`src/rtm_defs.svh`:
```
// constants for the resistive touch measurement controller
`ifndef RTM_DEFS_SVH
`define RTM_DEFS_SVH
`define RTM_ADC_W        12
`define RTM_FULL_SCALE   12'hFFF
`define RTM_SW_W         16
`define RTM_BREAK_CYC    4'h4
`define RTM_PULL_200K    2'h1
`define RTM_SETTLE_W     16
// switch bit positions of the electrode pattern word
`define RTM_SW_REFP_XP   0
`define RTM_SW_REFN_XM   1
`define RTM_SW_REFP_YP   2
`define RTM_SW_REFN_YM   3
`define RTM_SW_REFN_YM_Z 4
`define RTM_SW_ADC_YP    5
`define RTM_SW_ADC_XP    6
`define RTM_SW_ADC_XM    7
`define RTM_SW_PULL_XP   8
`define RTM_SW_TIE_LEFT  9
`define RTM_SW_TIE_RIGHT 10
`define RTM_SW_TIE_TOP   11
`define RTM_SW_TIE_BOT   12
`define RTM_SW_ADC_WIPER 13
`define RTM_SW_GND_WIPER 14
`define RTM_SW_PULL_BR   15
`endif

```
`src/rtm_pkg.sv`:
```
// types for the resistive touch measurement controller
package rtm_pkg;
  typedef enum logic [2:0] {
    RTM_CH_X  = 3'h0,
    RTM_CH_Y  = 3'h1,
    RTM_CH_Z1 = 3'h2,
    RTM_CH_Z2 = 3'h3,
    RTM_CH_PEN = 3'h4,
    RTM_CH_IDLE = 3'h5
  } rtm_chan_e;
  typedef enum logic [3:0] {
    RTM_ST_IDLE   = 4'b0001,
    RTM_ST_BREAK  = 4'b0010,
    RTM_ST_SETTLE = 4'b0100,
    RTM_ST_HOLD   = 4'b1000
  } rtm_state_e;
endpackage : rtm_pkg

```
`src/rtm_ctrl.sv`:
```
// resistive touch measurement controller: patterns, pen detect, irq
//
// Contract
// 4-wire X: Vref+ on X+, Vref- on X-, Y+ to converter.
// 4-wire Y: Vref+ on Y+, Vref- on Y-, X+ to converter.
// pressure: Vref+ on X+, Vref- on Y-; sample Y+ then X-.
// position result is 12-bit ratio code, full scale 4095.
// 4-wire pen detect pulls X+ via resistor; X+ fall means touch.
// touch raises interrupt or launches acquisition by mode.
// pen detection runs before any conversion starts; manual-mode requests here convert with no pen detect first.
// detected touch sets the touch-detect flag.
// status read clears flag and releases interrupt together.
// touch-detect-only mode drives interrupt output low on touch.
// host should select the 200 kOhm pull-up.
// host may lengthen settle delay for high-resistance panels.
// host sets 3-bit multitouch selects by panel resistance.
// 5-wire X ties left corners and right corners as bars.
// 5-wire Y ties top corners and bottom corners as bars.
// 5-wire conversions route wiper to converter input; here 5-wire Z1/Z2 requests convert with all switches open.
// 5-wire pen detect pulls bottom-right up, grounds wiper.
// 5-wire pen detect watches bottom-right drop, sets flag.
// interrupt output active low open drain; touch or data.
// touch-detect-only mode persists until manual mode programmed; here set_pen_trigger_mode also ends it.
// open all switches before closing next pattern.
`timescale 1ns/10ps
`include "rtm_defs.svh"
module rtm_ctrl
  import rtm_pkg::*;
(
  input  wire logic                    mclk,
  input  wire logic                    reset,
  input  wire logic                    five_wire,
  input  wire logic                    set_touch_detect_only_mode,
  input  wire logic                    set_manual_mode,
  input  wire logic                    set_pen_trigger_mode,
  input  wire logic [1:0]              touch_detect_pullup_select,
  input  wire logic [`RTM_SETTLE_W-1:0] settle_delay,
  input  wire logic [2:0]              x_multitouch_resistor_select,
  input  wire logic [2:0]              y_multitouch_resistor_select,
  input  wire logic                    meas_req,
  input  wire rtm_chan_e               meas_chan,
  input  wire logic                    pen_sense_low,
  input  wire logic                    adc_done,
  input  wire logic [`RTM_ADC_W-1:0]   adc_code,
  input  wire logic                    status_read,
  output logic [`RTM_SW_W-1:0]         switch_ctrl,
  output logic [1:0]                   pullup_sel,
  output logic [2:0]                   x_rsel,
  output logic [2:0]                   y_rsel,
  output logic                         adc_start,
  output logic [`RTM_ADC_W-1:0]        result,
  output logic                         result_valid,
  output logic                         touch_detect_flag,
  output logic                         data_ready_flag,
  output logic                         touch_detect_only_mode,
  output logic                         pen_trigger_mode,
  output logic                         interrupt_request_n_out,
  output logic                         interrupt_request_n_oe
);
  rtm_state_e                state_r, state_nxt;
  rtm_chan_e                 chan_r;
  rtm_chan_e                 target_r;
  logic [`RTM_SETTLE_W-1:0]  cnt_r;
  logic [`RTM_SW_W-1:0]      sw_r;
  logic [`RTM_SW_W-1:0]      pattern;
  logic                      pen_prev_r;
  logic                      flag_r;
  logic                      drdy_r;
  logic                      touch_detect_only_mode_r;
  logic                      pentrig_r;
  logic                      want_r;
  logic [`RTM_ADC_W-1:0]     result_r;
  logic                      rvalid_r;
  logic                      adc_start_r;
  logic [1:0]                seq_r;

  wire in_pen     = (chan_r == RTM_CH_PEN) && (state_r == RTM_ST_HOLD);
  // rising of the low indicator equals the sensed node falling
  wire touch_evt  = in_pen && pen_sense_low && !pen_prev_r;
  wire any_mode   = touch_detect_only_mode_r | pentrig_r;
  wire cnt_zero   = (cnt_r == '0);
  wire launch     = touch_evt && pentrig_r;
  wire next_req   = meas_req && !any_mode;
  wire seq_more   = pentrig_r && (seq_r != 2'h0) && adc_done;
  wire drop_pen   = state_r == RTM_ST_HOLD && chan_r == RTM_CH_PEN;
  // a finished manual run parks in idle so the next request is taken
  wire to_idle    = (target_r == RTM_CH_IDLE);

  rtm_switch_map u_map (
    .chan      (chan_r),
    .five_wire (five_wire),
    .pattern   (pattern)
  );

  function automatic rtm_chan_e seq_chan(input logic [1:0] idx);
    case (idx)
      2'h1:    seq_chan = RTM_CH_Y;
      default: seq_chan = RTM_CH_X;
    endcase
  endfunction : seq_chan

  // pick the next state; pen detect first in either auto mode
  always_comb begin
    state_nxt = state_r;
    case (state_r)
      RTM_ST_IDLE: begin
        if (any_mode || next_req) begin
          state_nxt = RTM_ST_BREAK;
        end
      end
      RTM_ST_BREAK: begin
        if (cnt_zero) begin
          state_nxt = to_idle ? RTM_ST_IDLE : RTM_ST_SETTLE;
        end
      end
      RTM_ST_SETTLE: begin
        if (cnt_zero) begin
          state_nxt = RTM_ST_HOLD;
        end
      end
      RTM_ST_HOLD: begin
        if (launch || seq_more || (!any_mode && !drop_pen && adc_done)) begin
          state_nxt = RTM_ST_BREAK;
        end else if (!any_mode && drop_pen) begin
          state_nxt = RTM_ST_BREAK;
        end else if (seq_r == 2'h0 && pentrig_r && adc_done) begin
          state_nxt = RTM_ST_BREAK;
        end
      end
      default: state_nxt = RTM_ST_IDLE;
    endcase
  end

  always_ff @(posedge mclk or posedge reset) begin
    if (reset) begin
      state_r  <= RTM_ST_IDLE;
      chan_r   <= RTM_CH_IDLE;
      target_r <= RTM_CH_IDLE;
      cnt_r    <= '0;
      sw_r     <= '0;
      seq_r    <= 2'h0;
    end else begin
      state_r <= state_nxt;
      case (state_r)
        RTM_ST_IDLE: begin
          sw_r <= '0;
          if (any_mode) begin
            target_r <= RTM_CH_PEN;
          end else if (next_req) begin
            target_r <= meas_chan;
          end
          cnt_r <= {12'h000, `RTM_BREAK_CYC};
        end
        RTM_ST_BREAK: begin
          sw_r  <= '0;
          chan_r <= target_r;
          if (cnt_zero) begin
            cnt_r <= settle_delay;
          end else begin
            cnt_r <= cnt_r - 1'b1;
          end
        end
        RTM_ST_SETTLE: begin
          sw_r <= pattern;
          if (!cnt_zero) begin
            cnt_r <= cnt_r - 1'b1;
          end
        end
        RTM_ST_HOLD: begin
          sw_r <= pattern;
          cnt_r <= {12'h000, `RTM_BREAK_CYC};
          if (launch) begin
            target_r <= RTM_CH_X;
            seq_r    <= 2'h1;
          end else if (seq_more) begin
            target_r <= seq_chan(seq_r);
            seq_r    <= (seq_r == 2'h1) ? 2'h0 : seq_r + 2'h1;
          end else if (pentrig_r && adc_done) begin
            target_r <= RTM_CH_PEN;
          end else if (!any_mode && (drop_pen || adc_done)) begin
            target_r <= RTM_CH_IDLE;
          end
        end
        default: sw_r <= '0;
      endcase
    end
  end

  // conversion kicked once the pattern has settled; never for pen
  always_ff @(posedge mclk or posedge reset) begin
    if (reset) begin
      adc_start_r <= 1'b0;
      result_r    <= '0;
      rvalid_r    <= 1'b0;
      pen_prev_r  <= 1'b0;
    end else begin
      adc_start_r <= (state_r == RTM_ST_SETTLE) && cnt_zero &&
                     (chan_r != RTM_CH_PEN) && (chan_r != RTM_CH_IDLE);
      rvalid_r    <= adc_done && state_r == RTM_ST_HOLD && !drop_pen;
      if (adc_done && state_r == RTM_ST_HOLD && !drop_pen) begin
        result_r <= adc_code;
      end
      pen_prev_r  <= in_pen && pen_sense_low;
    end
  end

  // mode bits and sticky flags; a new event beats the read clear
  always_ff @(posedge mclk or posedge reset) begin
    if (reset) begin
      touch_detect_only_mode_r  <= 1'b0;
      pentrig_r <= 1'b0;
      flag_r    <= 1'b0;
      drdy_r    <= 1'b0;
      want_r    <= 1'b0;
    end else begin
      if (set_manual_mode) begin
        touch_detect_only_mode_r  <= 1'b0;
        pentrig_r <= 1'b0;
      end else if (set_touch_detect_only_mode) begin
        touch_detect_only_mode_r  <= 1'b1;
        pentrig_r <= 1'b0;
      end else if (set_pen_trigger_mode) begin
        touch_detect_only_mode_r  <= 1'b0;
        pentrig_r <= 1'b1;
      end
      if (touch_evt) begin
        flag_r <= 1'b1;
      end else if (status_read) begin
        flag_r <= 1'b0;
      end
      if (pentrig_r && seq_r == 2'h0 && adc_done && !drop_pen &&
          state_r == RTM_ST_HOLD) begin
        drdy_r <= 1'b1;
      end else if (status_read) begin
        drdy_r <= 1'b0;
      end
      // touch_detect_only_mode touches and finished pen-trigger bursts request irq
      if ((touch_evt && touch_detect_only_mode_r) || (pentrig_r && seq_r == 2'h0 &&
          adc_done && !drop_pen && state_r == RTM_ST_HOLD)) begin
        want_r <= 1'b1;
      end else if (status_read) begin
        want_r <= 1'b0;
      end
    end
  end

  assign switch_ctrl             = sw_r;
  assign pullup_sel              = touch_detect_pullup_select;
  assign x_rsel                  = x_multitouch_resistor_select;
  assign y_rsel                  = y_multitouch_resistor_select;
  assign adc_start               = adc_start_r;
  assign result                  = result_r;
  assign result_valid            = rvalid_r;
  assign touch_detect_flag       = flag_r;
  assign data_ready_flag         = drdy_r;
  assign touch_detect_only_mode  = touch_detect_only_mode_r;
  assign pen_trigger_mode        = pentrig_r;
  // open drain: pull low only, enable low while driving
  assign interrupt_request_n_out = 1'b0;
  assign interrupt_request_n_oe  = ~want_r;
endmodule : rtm_ctrl

```
`src/rtm_switch_map.sv`:
```
// electrode switch pattern decoder for 4-wire and 5-wire panels
`timescale 1ns/10ps
`include "rtm_defs.svh"
module rtm_switch_map
  import rtm_pkg::*;
(
  input  wire rtm_chan_e       chan,
  input  wire logic            five_wire,
  output logic [`RTM_SW_W-1:0] pattern
);
  always_comb begin
    pattern = '0;
    if (!five_wire) begin
      case (chan)
        RTM_CH_X: begin
          pattern[`RTM_SW_REFP_XP] = 1'b1;
          pattern[`RTM_SW_REFN_XM] = 1'b1;
          pattern[`RTM_SW_ADC_YP]  = 1'b1;
        end
        RTM_CH_Y: begin
          pattern[`RTM_SW_REFP_YP] = 1'b1;
          pattern[`RTM_SW_REFN_YM] = 1'b1;
          pattern[`RTM_SW_ADC_XP]  = 1'b1;
        end
        RTM_CH_Z1: begin
          pattern[`RTM_SW_REFP_XP]   = 1'b1;
          pattern[`RTM_SW_REFN_YM_Z] = 1'b1;
          pattern[`RTM_SW_ADC_YP]    = 1'b1;
        end
        RTM_CH_Z2: begin
          pattern[`RTM_SW_REFP_XP]   = 1'b1;
          pattern[`RTM_SW_REFN_YM_Z] = 1'b1;
          pattern[`RTM_SW_ADC_XM]    = 1'b1;
        end
        RTM_CH_PEN: begin
          pattern[`RTM_SW_PULL_XP]   = 1'b1;
          pattern[`RTM_SW_REFN_YM_Z] = 1'b1;
        end
        default: pattern = '0;
      endcase
    end else begin
      case (chan)
        RTM_CH_X: begin
          pattern[`RTM_SW_TIE_LEFT]  = 1'b1;
          pattern[`RTM_SW_TIE_RIGHT] = 1'b1;
          pattern[`RTM_SW_REFP_XP]   = 1'b1;
          pattern[`RTM_SW_REFN_XM]   = 1'b1;
          pattern[`RTM_SW_ADC_WIPER] = 1'b1;
        end
        RTM_CH_Y: begin
          pattern[`RTM_SW_TIE_TOP]   = 1'b1;
          pattern[`RTM_SW_TIE_BOT]   = 1'b1;
          pattern[`RTM_SW_REFP_YP]   = 1'b1;
          pattern[`RTM_SW_REFN_YM]   = 1'b1;
          pattern[`RTM_SW_ADC_WIPER] = 1'b1;
        end
        RTM_CH_PEN: begin
          pattern[`RTM_SW_PULL_BR]   = 1'b1;
          pattern[`RTM_SW_GND_WIPER] = 1'b1;
        end
        default: pattern = '0;
      endcase
    end
  end
endmodule : rtm_switch_map

```
`config.mk`:
```
export PLATFORM = sky130hd
export DESIGN_NAME = rtm_ctrl
export DESIGN_NICKNAME = d
export VERILOG_FILES = /design/src/rtm_pkg.sv /design/src/rtm_ctrl.sv /design/src/rtm_switch_map.sv
export VERILOG_INCLUDE_DIRS = /design/src
export SDC_FILE = /design/constraint.sdc
export NUM_CORES = 1
export LEC_CHECK = 0
export ABC_AREA = 1
export CAP_MARGIN = 10
export CORE_AREA = 2 2 73 92
export DETAILED_ROUTE_END_ITERATION = 7
export DIE_AREA = 0 0 75 94
export DONT_BUFFER_PORTS = 1
export HOLD_SLACK_MARGIN = 0.06
export PLACE_DENSITY = 0.78
export RECOVER_POWER = 100
export SKIP_CTS_REPAIR_TIMING = 1
export SLEW_MARGIN = 5
export SYNTH_ARGS = -nofsm -noshare
export SYNTH_HDL_FRONTEND = slang
export SYNTH_HIERARCHICAL = 1
export SYNTH_SLANG_ARGS = --single-unit
```
`constraint.sdc`:
```
create_clock -name mclk -period 2.05 [get_ports mclk]
set_input_delay 0.1025 -clock mclk [delete_from_list [all_inputs] [get_ports mclk]]
set_output_delay 0.1025 -clock mclk [all_outputs]
set_load 0.005 [all_outputs]
```
==> results of run 1 <==
-- power groups by stage --
stage / logic, mW / clock network [mW] / registers (mW)
after floorplan: 2.51 / 0 / 1.99
after global placement: 2.66 / 0 / 2.07
after detailed placement: 2.74 / 0 / 2.08
after CTS: 2.75 / 0.975 / 2.06
after global routing: 3.12 / 1.03 / 2.11
final: 2.76 / 0.957 / 2.06
-- worst min-delay path: stages --
cell	delay, ns
nand2_1	0.07
nand3_1	0.07
nand2_1	0.07
a21oi_2	0.04
-- metal layers --
| layer | vias up | wire, µm | track usage, % |
|---|---|---|---|
| met5 | - | 0 | 0 |
| met1 | 1520 | 3560 | 30.0 |
| li1 | 1619 | - | - |
| met3 | 11 | 479 | 4.51 |
| met2 | 104 | 4130 | 37.7 |
| met4 | 0 | 126 | 8.33 |
-- final timing paths --
kind / cells after the start / slack, ns / end / startpoint
min: 4 / 0.06 / cnt_r[7] / settle_delay[7]
max in group asynchronous: 3 / 0.43 / target_r[0] / reset
min in group asynchronous: 2 / 0.45 / result[1] / reset
max reg2reg: 8 / 0.16 / state_r[2] / cnt_r[0]
min reg2reg: 2 / 0.48 / target_r[0] / target_r[0]
max: 8 / 0.16 / state_r[2] / cnt_r[0]
-- layout make-up --
cell class,instances,area [µm²],area share [%]
multi-input combinational,355,1810,41.8
sequential,64,1610,37.3
timing repair buffer,38,365,8.47
inverter,67,259,6.00
clock buffer,9,124,2.87
tap,85,106,2.46
clock inverter,7,47.5,1.10
-- registers in the layout, summed over array words and instances (netlist names) --
register,flops
seq_r,2
target_r,3
pen_trigger_mode,1
result,12
cnt_r,16
result_valid,1
switch_ctrl,16
adc_start,1
chan_r,3
touch_detect_flag,1
data_ready_flag,1
pen_prev_r,1
want_r,1
state_r,4
touch_detect_only_mode,1
-- cell families after synthesis --
family	count (synthesis)	synth area share [%]
other	1	0.0972
flip-flops	64	41.7
AO/OA/AOI/OAI	50	8.40
adder cells (fa/ha/maj)	2	0.649
XOR/XNOR	5	1.14
buffers and inverters	85	10.7
AND/OR/NAND/NOR	297	37.4
-- placed cells by master, fill, tap and decap left out, types with 4 or more instances in the layout --
cell type | netlist | final
nor2_1 | 70 | 76
a21oi_2 | 12 | 12
dfrtp_1 | 59 | 59
clkbuf_8 | 0 | 9
nor2_4 | 9 | 8
nor2_2 | 15 | 10
o21ai_0 | 13 | 13
nand3_2 | 7 | 6
a21oi_1 | 13 | 13
nand3_1 | 27 | 28
inv_1 | 60 | 60
nand2_1 | 150 | 151
inv_2 | 6 | 6
dlygate4sd3_1 | 0 | 35
nand4_1 | 4 | 4
-- through the flow --
stage / std cells / util [%] / instance area (µm²) / hold WS (ns)
after floorplan: 504 / - / 3860 / 0.169
after global routing: 625 / 70.4 / 4320 / 0.0784
final: 625 / 70.4 / 4320 / 0.0582
after detailed placement: 574 / 62.8 / 3850 / 0.0855
after CTS: 590 / 65.6 / 4020 / -0.275
after global placement: 574 / 62.8 / 3850 / 0.0795
==> impl_metrics.toml, run 1 <==
[grt]
grt_max_degree = 36
gr-total-overflow = 0
grt_pass1_wl_mm = 12.7
antenna_found_initial = 0
grt_util_all_layers_pct = 23.1
grt_pass1_vias = 2863

[finish]
drive_above_1_share_pct = 13.9
antenna_cells = 0
nNetsFinal = 586
nFillCells = 496
syn2layout_area_growth_pct = 11.9

[sta]
fin_ws_ns = 0.163
drv_slew = 0
max_slew.worst_pin.slew_ns = 1.03
max-slew-margin-rel_pct = 31.2
clock_skew_ns = 0.0118
grt_setup_unrepaired = "no"
setup_tns_ns = 0
finalCritPeriodShare_pct = 92.1
fin_crit_ns = 1.89
hold_viol_final = 0
max_freq_mhz = 530
finalSetupViolCount = 0

[detailed_routing]
ant_nets = 0
wl_per_cell_um = 13.3
drt_wl_total_mm = 8.30
drc = 0
first_pass_iters = 4
vias = 3254
drtIter0Drc = 154
avgViaCountPerCell = 5.21

[clocking]
cts_tree = "built"
htreeDepth = 3
clk_pin_slew_ns = 0.07
clock_latency_ns = 0.34
cts_buffer_depth = 2
cts.sinks = 64
cts_made_buffers = 9
clock-root-buffer = "clkbuf_8"

[logic_synthesis]
synth.cell_area_mm2 = 0.00386
yosysSeqAreaShare_pct = 41.7
yosysWarnings = 6
avgSynthCellArea_um2 = 7.65
synth_fp_nets = 555
async_flop_share_pct = 100
yosysTopAreaCell = "dfrtp_1"
synth_edf_count = 0
synthTopCellsByCount = "nand2_1, nor2_1, inv_1"
synth_ff_type = "dfrtp_1"
ys_seq_elements = 64
yosys-top-cells-area = "dfrtp_1, nand2_1, nor2_1, inv_1, nand3_1"
synth_top_area_share_pct = 38.3
synth_most_common_cell = "nand2_1"
synth_cell_types = 39
syn_inst = 504

[place]
port_buffers = 0
dp.final_hpwl_mm = 5.72
place_ws_ns = 0.246
gp_congestion = 0.870

[hold_path]
hp-class = "primary input to register"

[floorplan]
start_util_pct = 63.0
chipHeight_um = 94
die_w_um = 75
rows = 32
dieArea_mm2 = 0.00705
ioPinCount = 93
core_area_mm2 = 0.00613

[critical_path]
end_kind = "register"
crit_path_frequent_cell = "nand3_1"
worstPathRequired_ns = 2.32
cpPeakStageDelay_ns = 0.42
cp-start-kind = "register"
cp_slowest_cell = "dfrtp_1"
cp_num_buf_inv = 1
criticalPathCategory = "register to register"
cp_cell_sequence = "inv_1 > ha_1 > nand3_1 > nor2_2 > nand2_2 > a21boi_0 > nand3_1 > o21ai_1"
crit_arrival_ns = 2.15
critPathTopFamily = "simple AND/OR/NAND/NOR gates"
critPathMaxFanout = 9

[pwr]
power_frac_comb_pct = 47.8
seq_power_share_pct = 35.7
power_frac_clock_pct = 16.6
p_sw_mw = 2.70
pwr_density_cell_mw_per_mm2 = 1340
finalPower_mw = 5.77
intPower_mw = 3.07
power.share.switching_pct = 46.8
peakVddDrop_uv = 836
p_leak_nw = 2.16

[outcome]
status = "finished, final reports clean"

[run]
maxCapViolations = 0
No activity file was read; power rests on OpenSTA's default activity.
==> run 2, diff against run 1 <==
- SETUP_SLACK_MARGIN: unset -> 0.4
==> run 2 against run 1 <==
- the flow now finishes with violations (max-capacitance violations, max-slew violations)
- sequential cell count stayed put
- clock power is 42% higher
- power is 17% higher
- routed wire length is 17% higher
- worst setup slack better by 0.12 ns
- critical path depth is 3 lower
- non-clock buffer count is 17 higher
==> impl_metrics.toml, run 2 (same netlist as run 1, synthesis figures left out) <==
[sta]
whs_ns = 0.0359
max_slew.worst_pin.slew_ns = 1.57
max-slew-margin-rel_pct = -5.48
clock_skew_ns = 0.0158
grt_setup_unrepaired = "yes"
finalSetupViolCount = 0
hold_viol_final = 0
max_freq_mhz = 565
fin_crit_ns = 1.77
finalCritPeriodShare_pct = 86.4
drv_slew = 35
setup_tns_ns = 0

[finish]
multi_input_area_mm2 = 0.00198
drive_above_1_share_pct = 21.8
nFillCells = 425
final_common_cell = "nand2_1"
nNetsFinal = 605
antenna_cells = 0
layout_common_cells = "nand2_1, nor2_1, inv_1"
syn2layout_area_growth_pct = 22.4
final-seq-area_mm2 = 0.00161

[critical_path]
cp-start-kind = "register"
worstPathRequired_ns = 2.32
cp_cell_sequence = "nor3_1 > nand3_4 > nand2_1 > nand3_1 > a21oi_2"
cpPeakStageDelay_ns = 0.63
crit_arrival_ns = 2.04
cp_slowest_cell = "nor3_1"
criticalPathCategory = "register to register"
critPathMaxFanout = 7
r2r-start = "cnt_r[12]"
end_kind = "register"
startpoint = "cnt_r[12]"

[clocking]
clock_latency_ns = 0.34
htreeDepth = 3
clk_pin_slew_ns = 0.08
cts.sinks = 64
cts_buffer_depth = 2
cts_made_buffers = 9
cts_tree = "built"
clock-root-buffer = "clkbuf_8"

[detailed_routing]
vias = 3515
drc = 0
first_pass_iters = 5
drt_wl_total_mm = 9.72
drtIter0Drc = 231
ant_nets = 0
wl_per_cell_um = 15.1
avgViaCountPerCell = 5.46

[grt]
grt_max_degree = 36
grt_util_all_layers_pct = 23.4
grt_pass1_vias = 2918
gr-total-overflow = 0
antenna_found_initial = 0
grt_pass1_wl_mm = 12.9

[outcome]
violations = "max-capacitance violations, max-slew violations"
status = "complete, but fails checks"

[floorplan]
dieArea_mm2 = 0.00705
start_util_pct = 63.0
ioPinCount = 93
die_w_um = 75
chipHeight_um = 94
rows = 32
core_area_mm2 = 0.00613

[place]
port_buffers = 0
gp_congestion = 0.917
dp.final_hpwl_mm = 5.74

[hold_path]
hp-class = "primary input to register"
hold_path.startpoint = "settle_delay[5]"

[pwr]
p_leak_nw = 2.33
pwr_density_cell_mw_per_mm2 = 1440
peakVddDrop_uv = 973
intPower_mw = 3.69
power.share.switching_pct = 45.5
power_frac_comb_pct = 49.1
power_frac_clock_pct = 20.1
seq_power_share_pct = 30.8
p_sw_mw = 3.08

[run]
maxCapViolations = 1
## run 2: cell types whose count changed in the layout (fill, tap and decap cells not counted), sizes merged
| cell | before | now |
|---|---|---|
| inv | 68 | 69 |
| clkinv | 4 | 1 |
| nand2 | 157 | 159 |
| clkinvlp | 2 | 1 |
| clkbuf | 12 | 13 |
| buf | 0 | 17 |
| dlygate4sd3 | 35 | 34 |
| bufinv | 0 | 3 |
## run 2: area by class of cell
cell class	count	share of cell area (%)
clock inverter	7	2.65
timing repair buffer	55	10.7
inverter	67	5.62
sequential	64	34.1
multi-input combinational	357	42.0
tap	85	2.25
clock buffer	9	2.62
## run 2: power by group through the flow
stage          sequential [mW]  combinational (mW)  clock [mW]
5_1_grt                   2.13                3.65        1.43
2_1_floorplan             1.99                2.51           0
3_3_place_gp              2.07                2.66           0
6_report                  2.09                3.33        1.36
4_1_cts                   2.06                2.76        1.38
3_5_place_dp              2.08                2.74           0
## run 2: worst paths after layout
| check | endpoint | slack, ns | depth (start not counted) |
|---|---|---|---|
| worst max-delay path | cnt_r[6] | 0.28 | 5 |
| worst min-delay path | cnt_r[5] | 0.04 | 2 |
| worst max register to register | cnt_r[6] | 0.28 | 5 |
| worst min register to register | target_r[2] | 0.48 | 2 |
| max in group asynchronous | state_r[0] | 0.62 | 3 |
| min in group asynchronous | switch_ctrl[0] | 0.61 | 2 |
## run 2: per-layer routing
layer  vias up  routed length (µm)  track usage, %
met5         -                   0               0
met4         0                 277            10.4
met3        33                 704            4.18
met2       148                4910            36.5
met1      1673                3830            31.3
li1       1661                   -               -
## run 2: per-stage QoR
step / utilization (%) / setup slack (ns) / cells / power [mW] / instance area, µm²
6_report: 77.1 / 0.279 / 644 / 6.78 / 4720
5_1_grt: 77.1 / 0.183 / 644 / 7.22 / 4720
4_1_cts: 66.9 / 0.214 / 590 / 6.19 / 4100
3_5_place_dp: 62.8 / 0.282 / 574 / 4.82 / 3850
3_3_place_gp: 62.8 / 0.334 / 574 / 4.73 / 3850
2_1_floorplan: - / 0.414 / 504 / 4.50 / 3860
## run 2: critical path, delay by kind of cell, from the launching register on
family / cells / cell delay [ns]
flops: 1 / 0.44
compound gates: 1 / 0.13
simple gates: 4 / 1.12
==> run 3, diff against run 2 <==
- CORE_AREA: 2 2 73 92 -> 2 2 69 88
- DIE_AREA: 0 0 75 94 -> 0 0 71 90
- PLACE_DENSITY: 0.78 -> 0.77
- SYNTH_HIERARCHICAL: 1 -> unset
==> run 3 against run 2 <==
- the flow now finishes without violations
- fmax down 3.3%
- synthesized cell count down 14%
- area after synthesis down 12%
- global-route usage up 0.38 points
- non-clock buffer count up 12
- routed wire length down 8.1%
- clock-buffer cell count up 1
- clock power about the same
- critical path type unchanged
- largest cell class unchanged
==> impl_metrics.toml, run 3 <==
[critical_path]
worstSetupEndpoint = "cnt_r[0]"
criticalPathCategory = "register to register"
cp_slowest_cell = "dfrtp_1"
r2r_cells = 9
critPathTopFamily = "compound AO/OA/AOI/OAI gates"
rr_endpoint = "cnt_r[0]"
r2r-start = "cnt_r[0]"
startpoint = "cnt_r[0]"
cp_num_buf_inv = 2
path_depth = 9
crit_arrival_ns = 2.10
cp_cell_sequence = "inv_2 > ha_2 > nand3_2 > nor2_4 > nand2_4 > buf_4 > a21oi_1 > o21ai_1 > a21oi_2"
worstPathRequired_ns = 2.32
critPathMaxFanout = 6
cpPeakStageDelay_ns = 0.41
cp-start-kind = "register"
regToRegSetupSlack_ns = 0.22
end_kind = "register"

[clocking]
cts_made_buffers = 9
htreeDepth = 3
clk_pin_slew_ns = 0.07
clock_latency_ns = 0.34
cts_buffer_depth = 2
clock-root-buffer = "clkbuf_8"
cts_tree = "built"
cts.sinks = 60

[finish]
antenna_cells = 0
syn2layout_area_growth_pct = 28.0
largest_register_ffs = 16
final_common_cell = "nand2_1"
final_cell_area_mm2 = 0.00434
drive_above_1_share_pct = 27.5
instances_no_fill = 564
final_util_pct = 77.2
layout_common_cells = "nand2_1, dfrtp_1, inv_1"
top_register = "cnt_r"
nNetsFinal = 544

[detailed_routing]
avgViaCountPerCell = 5.66
drt_wl_total_mm = 8.93
wl_per_cell_um = 15.8
drtIter0Drc = 236
first_pass_iters = 5
drc = 0
vias = 3191
ant_nets = 0

[sta]
finalSetupViolCount = 0
finalCritPeriodShare_pct = 89.3
drv_slew = 0
fin_crit_ns = 1.83
clock_skew_ns = 0.00736
max-slew-margin-rel_pct = 29.3
max_freq_mhz = 546
setup_tns_ns = 0
max_slew.worst_pin.slew_ns = 1.06
hold_viol_final = 0
grt_setup_unrepaired = "yes"

[logic_synthesis]
synth_edf_count = 0
ys_seq_elements = 60
yosysTopAreaCell = "dfrtp_1"
yosysSeqAreaShare_pct = 44.4
avgSynthCellArea_um2 = 7.84
synth_most_common_cell = "nand2_1"
synth.cell_area_mm2 = 0.00339
synth_ff_type = "dfrtp_1"
yosys-top-cells-area = "dfrtp_1, nand2_1, inv_1, nor2_1, nand3_1"
synth_fp_nets = 484
synth_top_area_share_pct = 40.6
synthTopCellsByCount = "nand2_1, dfrtp_1, inv_1"
syn_inst = 433
synth_cell_types = 42
yosysWarnings = 0
async_flop_share_pct = 100

[floorplan]
die_w_um = 71
core_area_mm2 = 0.00562
dieArea_mm2 = 0.00639
rows = 31
chipHeight_um = 90
start_util_pct = 60.3
ioPinCount = 93

[grt]
grt_util_all_layers_pct = 23.8
grt_pass1_wl_mm = 12.1
antenna_found_initial = 0
gr-total-overflow = 0
grt_max_degree = 28
grt_pass1_vias = 2733

[place]
dp.final_hpwl_mm = 5.30
gp_congestion = 0.920
dp_cells = 483
port_buffers = 0
place_area_mm2 = 0.00335

[pwr]
peakVddDrop_uv = 1150
finalPower_mw = 5.91
pwr_density_cell_mw_per_mm2 = 1360
p_leak_nw = 2.12

[outcome]
status = "finished, final reports clean"

[run]
maxCapViolations = 0

[hold_path]
hp-class = "primary input to register"
hold_path.startpoint = "settle_delay[15]"
==> run 3: cell count changes after synthesis, moves of 4 or more <==
cell / change
nand3_1: +4
nand2_1: -29
dfrtp_1: -4
nand3_2: -6
inv_1: -13
nor2_4: -6
nor2_1: -27
nor3_1: +6
o21ai_1: +6
==> run 3: final cells by class <==
cell class                 instances  area (µm²)
fill                             367        1280
clock inverter                     6         111
clock buffer                      10         138
sequential                        60        1510
tap                               66        82.6
timing repair buffer              67         593
inverter                          51         204
multi-input combinational        304        1700
==> run 3: report_power, final <==
group          internal, mW  switching (mW)
clock                 0.840           0.486
combinational          1.15            1.67
sequential             1.46           0.302
==> run 3: per-layer routing <==
metal	vias up	share of wire, %	routed length [µm]	track usage, %
met5	-	0	0	0
met4	0	3.5	317	12.3
met3	41	5.4	479	5.72
met2	156	54	4800	41.2
met1	1510	37	3340	26.6
li1	1484	-	-	-
==> run 3: worst min path at each step <==
| stage | endpoint | slack [ns] | cells after the start |
|---|---|---|---|
| 2_1_floorplan | touch_detect_only_mode | 0.17 | 1 |
| 3_3_place_gp | result[0] | 0.07 | 1 |
| 3_5_place_dp | result[5] | 0.08 | 1 |
| 4_1_cts | result[5] | -0.28 | 1 |
| 5_1_grt | cnt_r[9] | 0.06 | 4 |
| 6_report | cnt_r[15] | 0.04 | 4 |
==> run 3: kinds of logic after synthesis <==
family / after synthesis / synth area share (%)
compound gates: 52 / 9.73
xor+xnor: 7 / 1.81
fa+ha+maj: 2 / 0.737
buf+inv: 71 / 10.4
flops: 60 / 44.4
other cells: 1 / 0.111
simple gates: 240 / 32.7
==> run 3: through the flow <==
stage                     worst slack [ns]  hold WS (ns)
after detailed placement             0.206        0.0801
after floorplan                      0.471         0.169
after CTS                            0.195        -0.284
after global routing                 0.159        0.0610
after global placement               0.272        0.0738
final                                0.219        0.0407
==> run 3: worst register-to-register path: cells and delay by family (launching register included) <==
kind	cells	cell delay (ns)
adders and majority gates	1	0.20
AOI/OAI and AO/OA	3	0.44
DFF	1	0.41
and+or+nand+nor	3	0.42
buffers and inverters	2	0.28
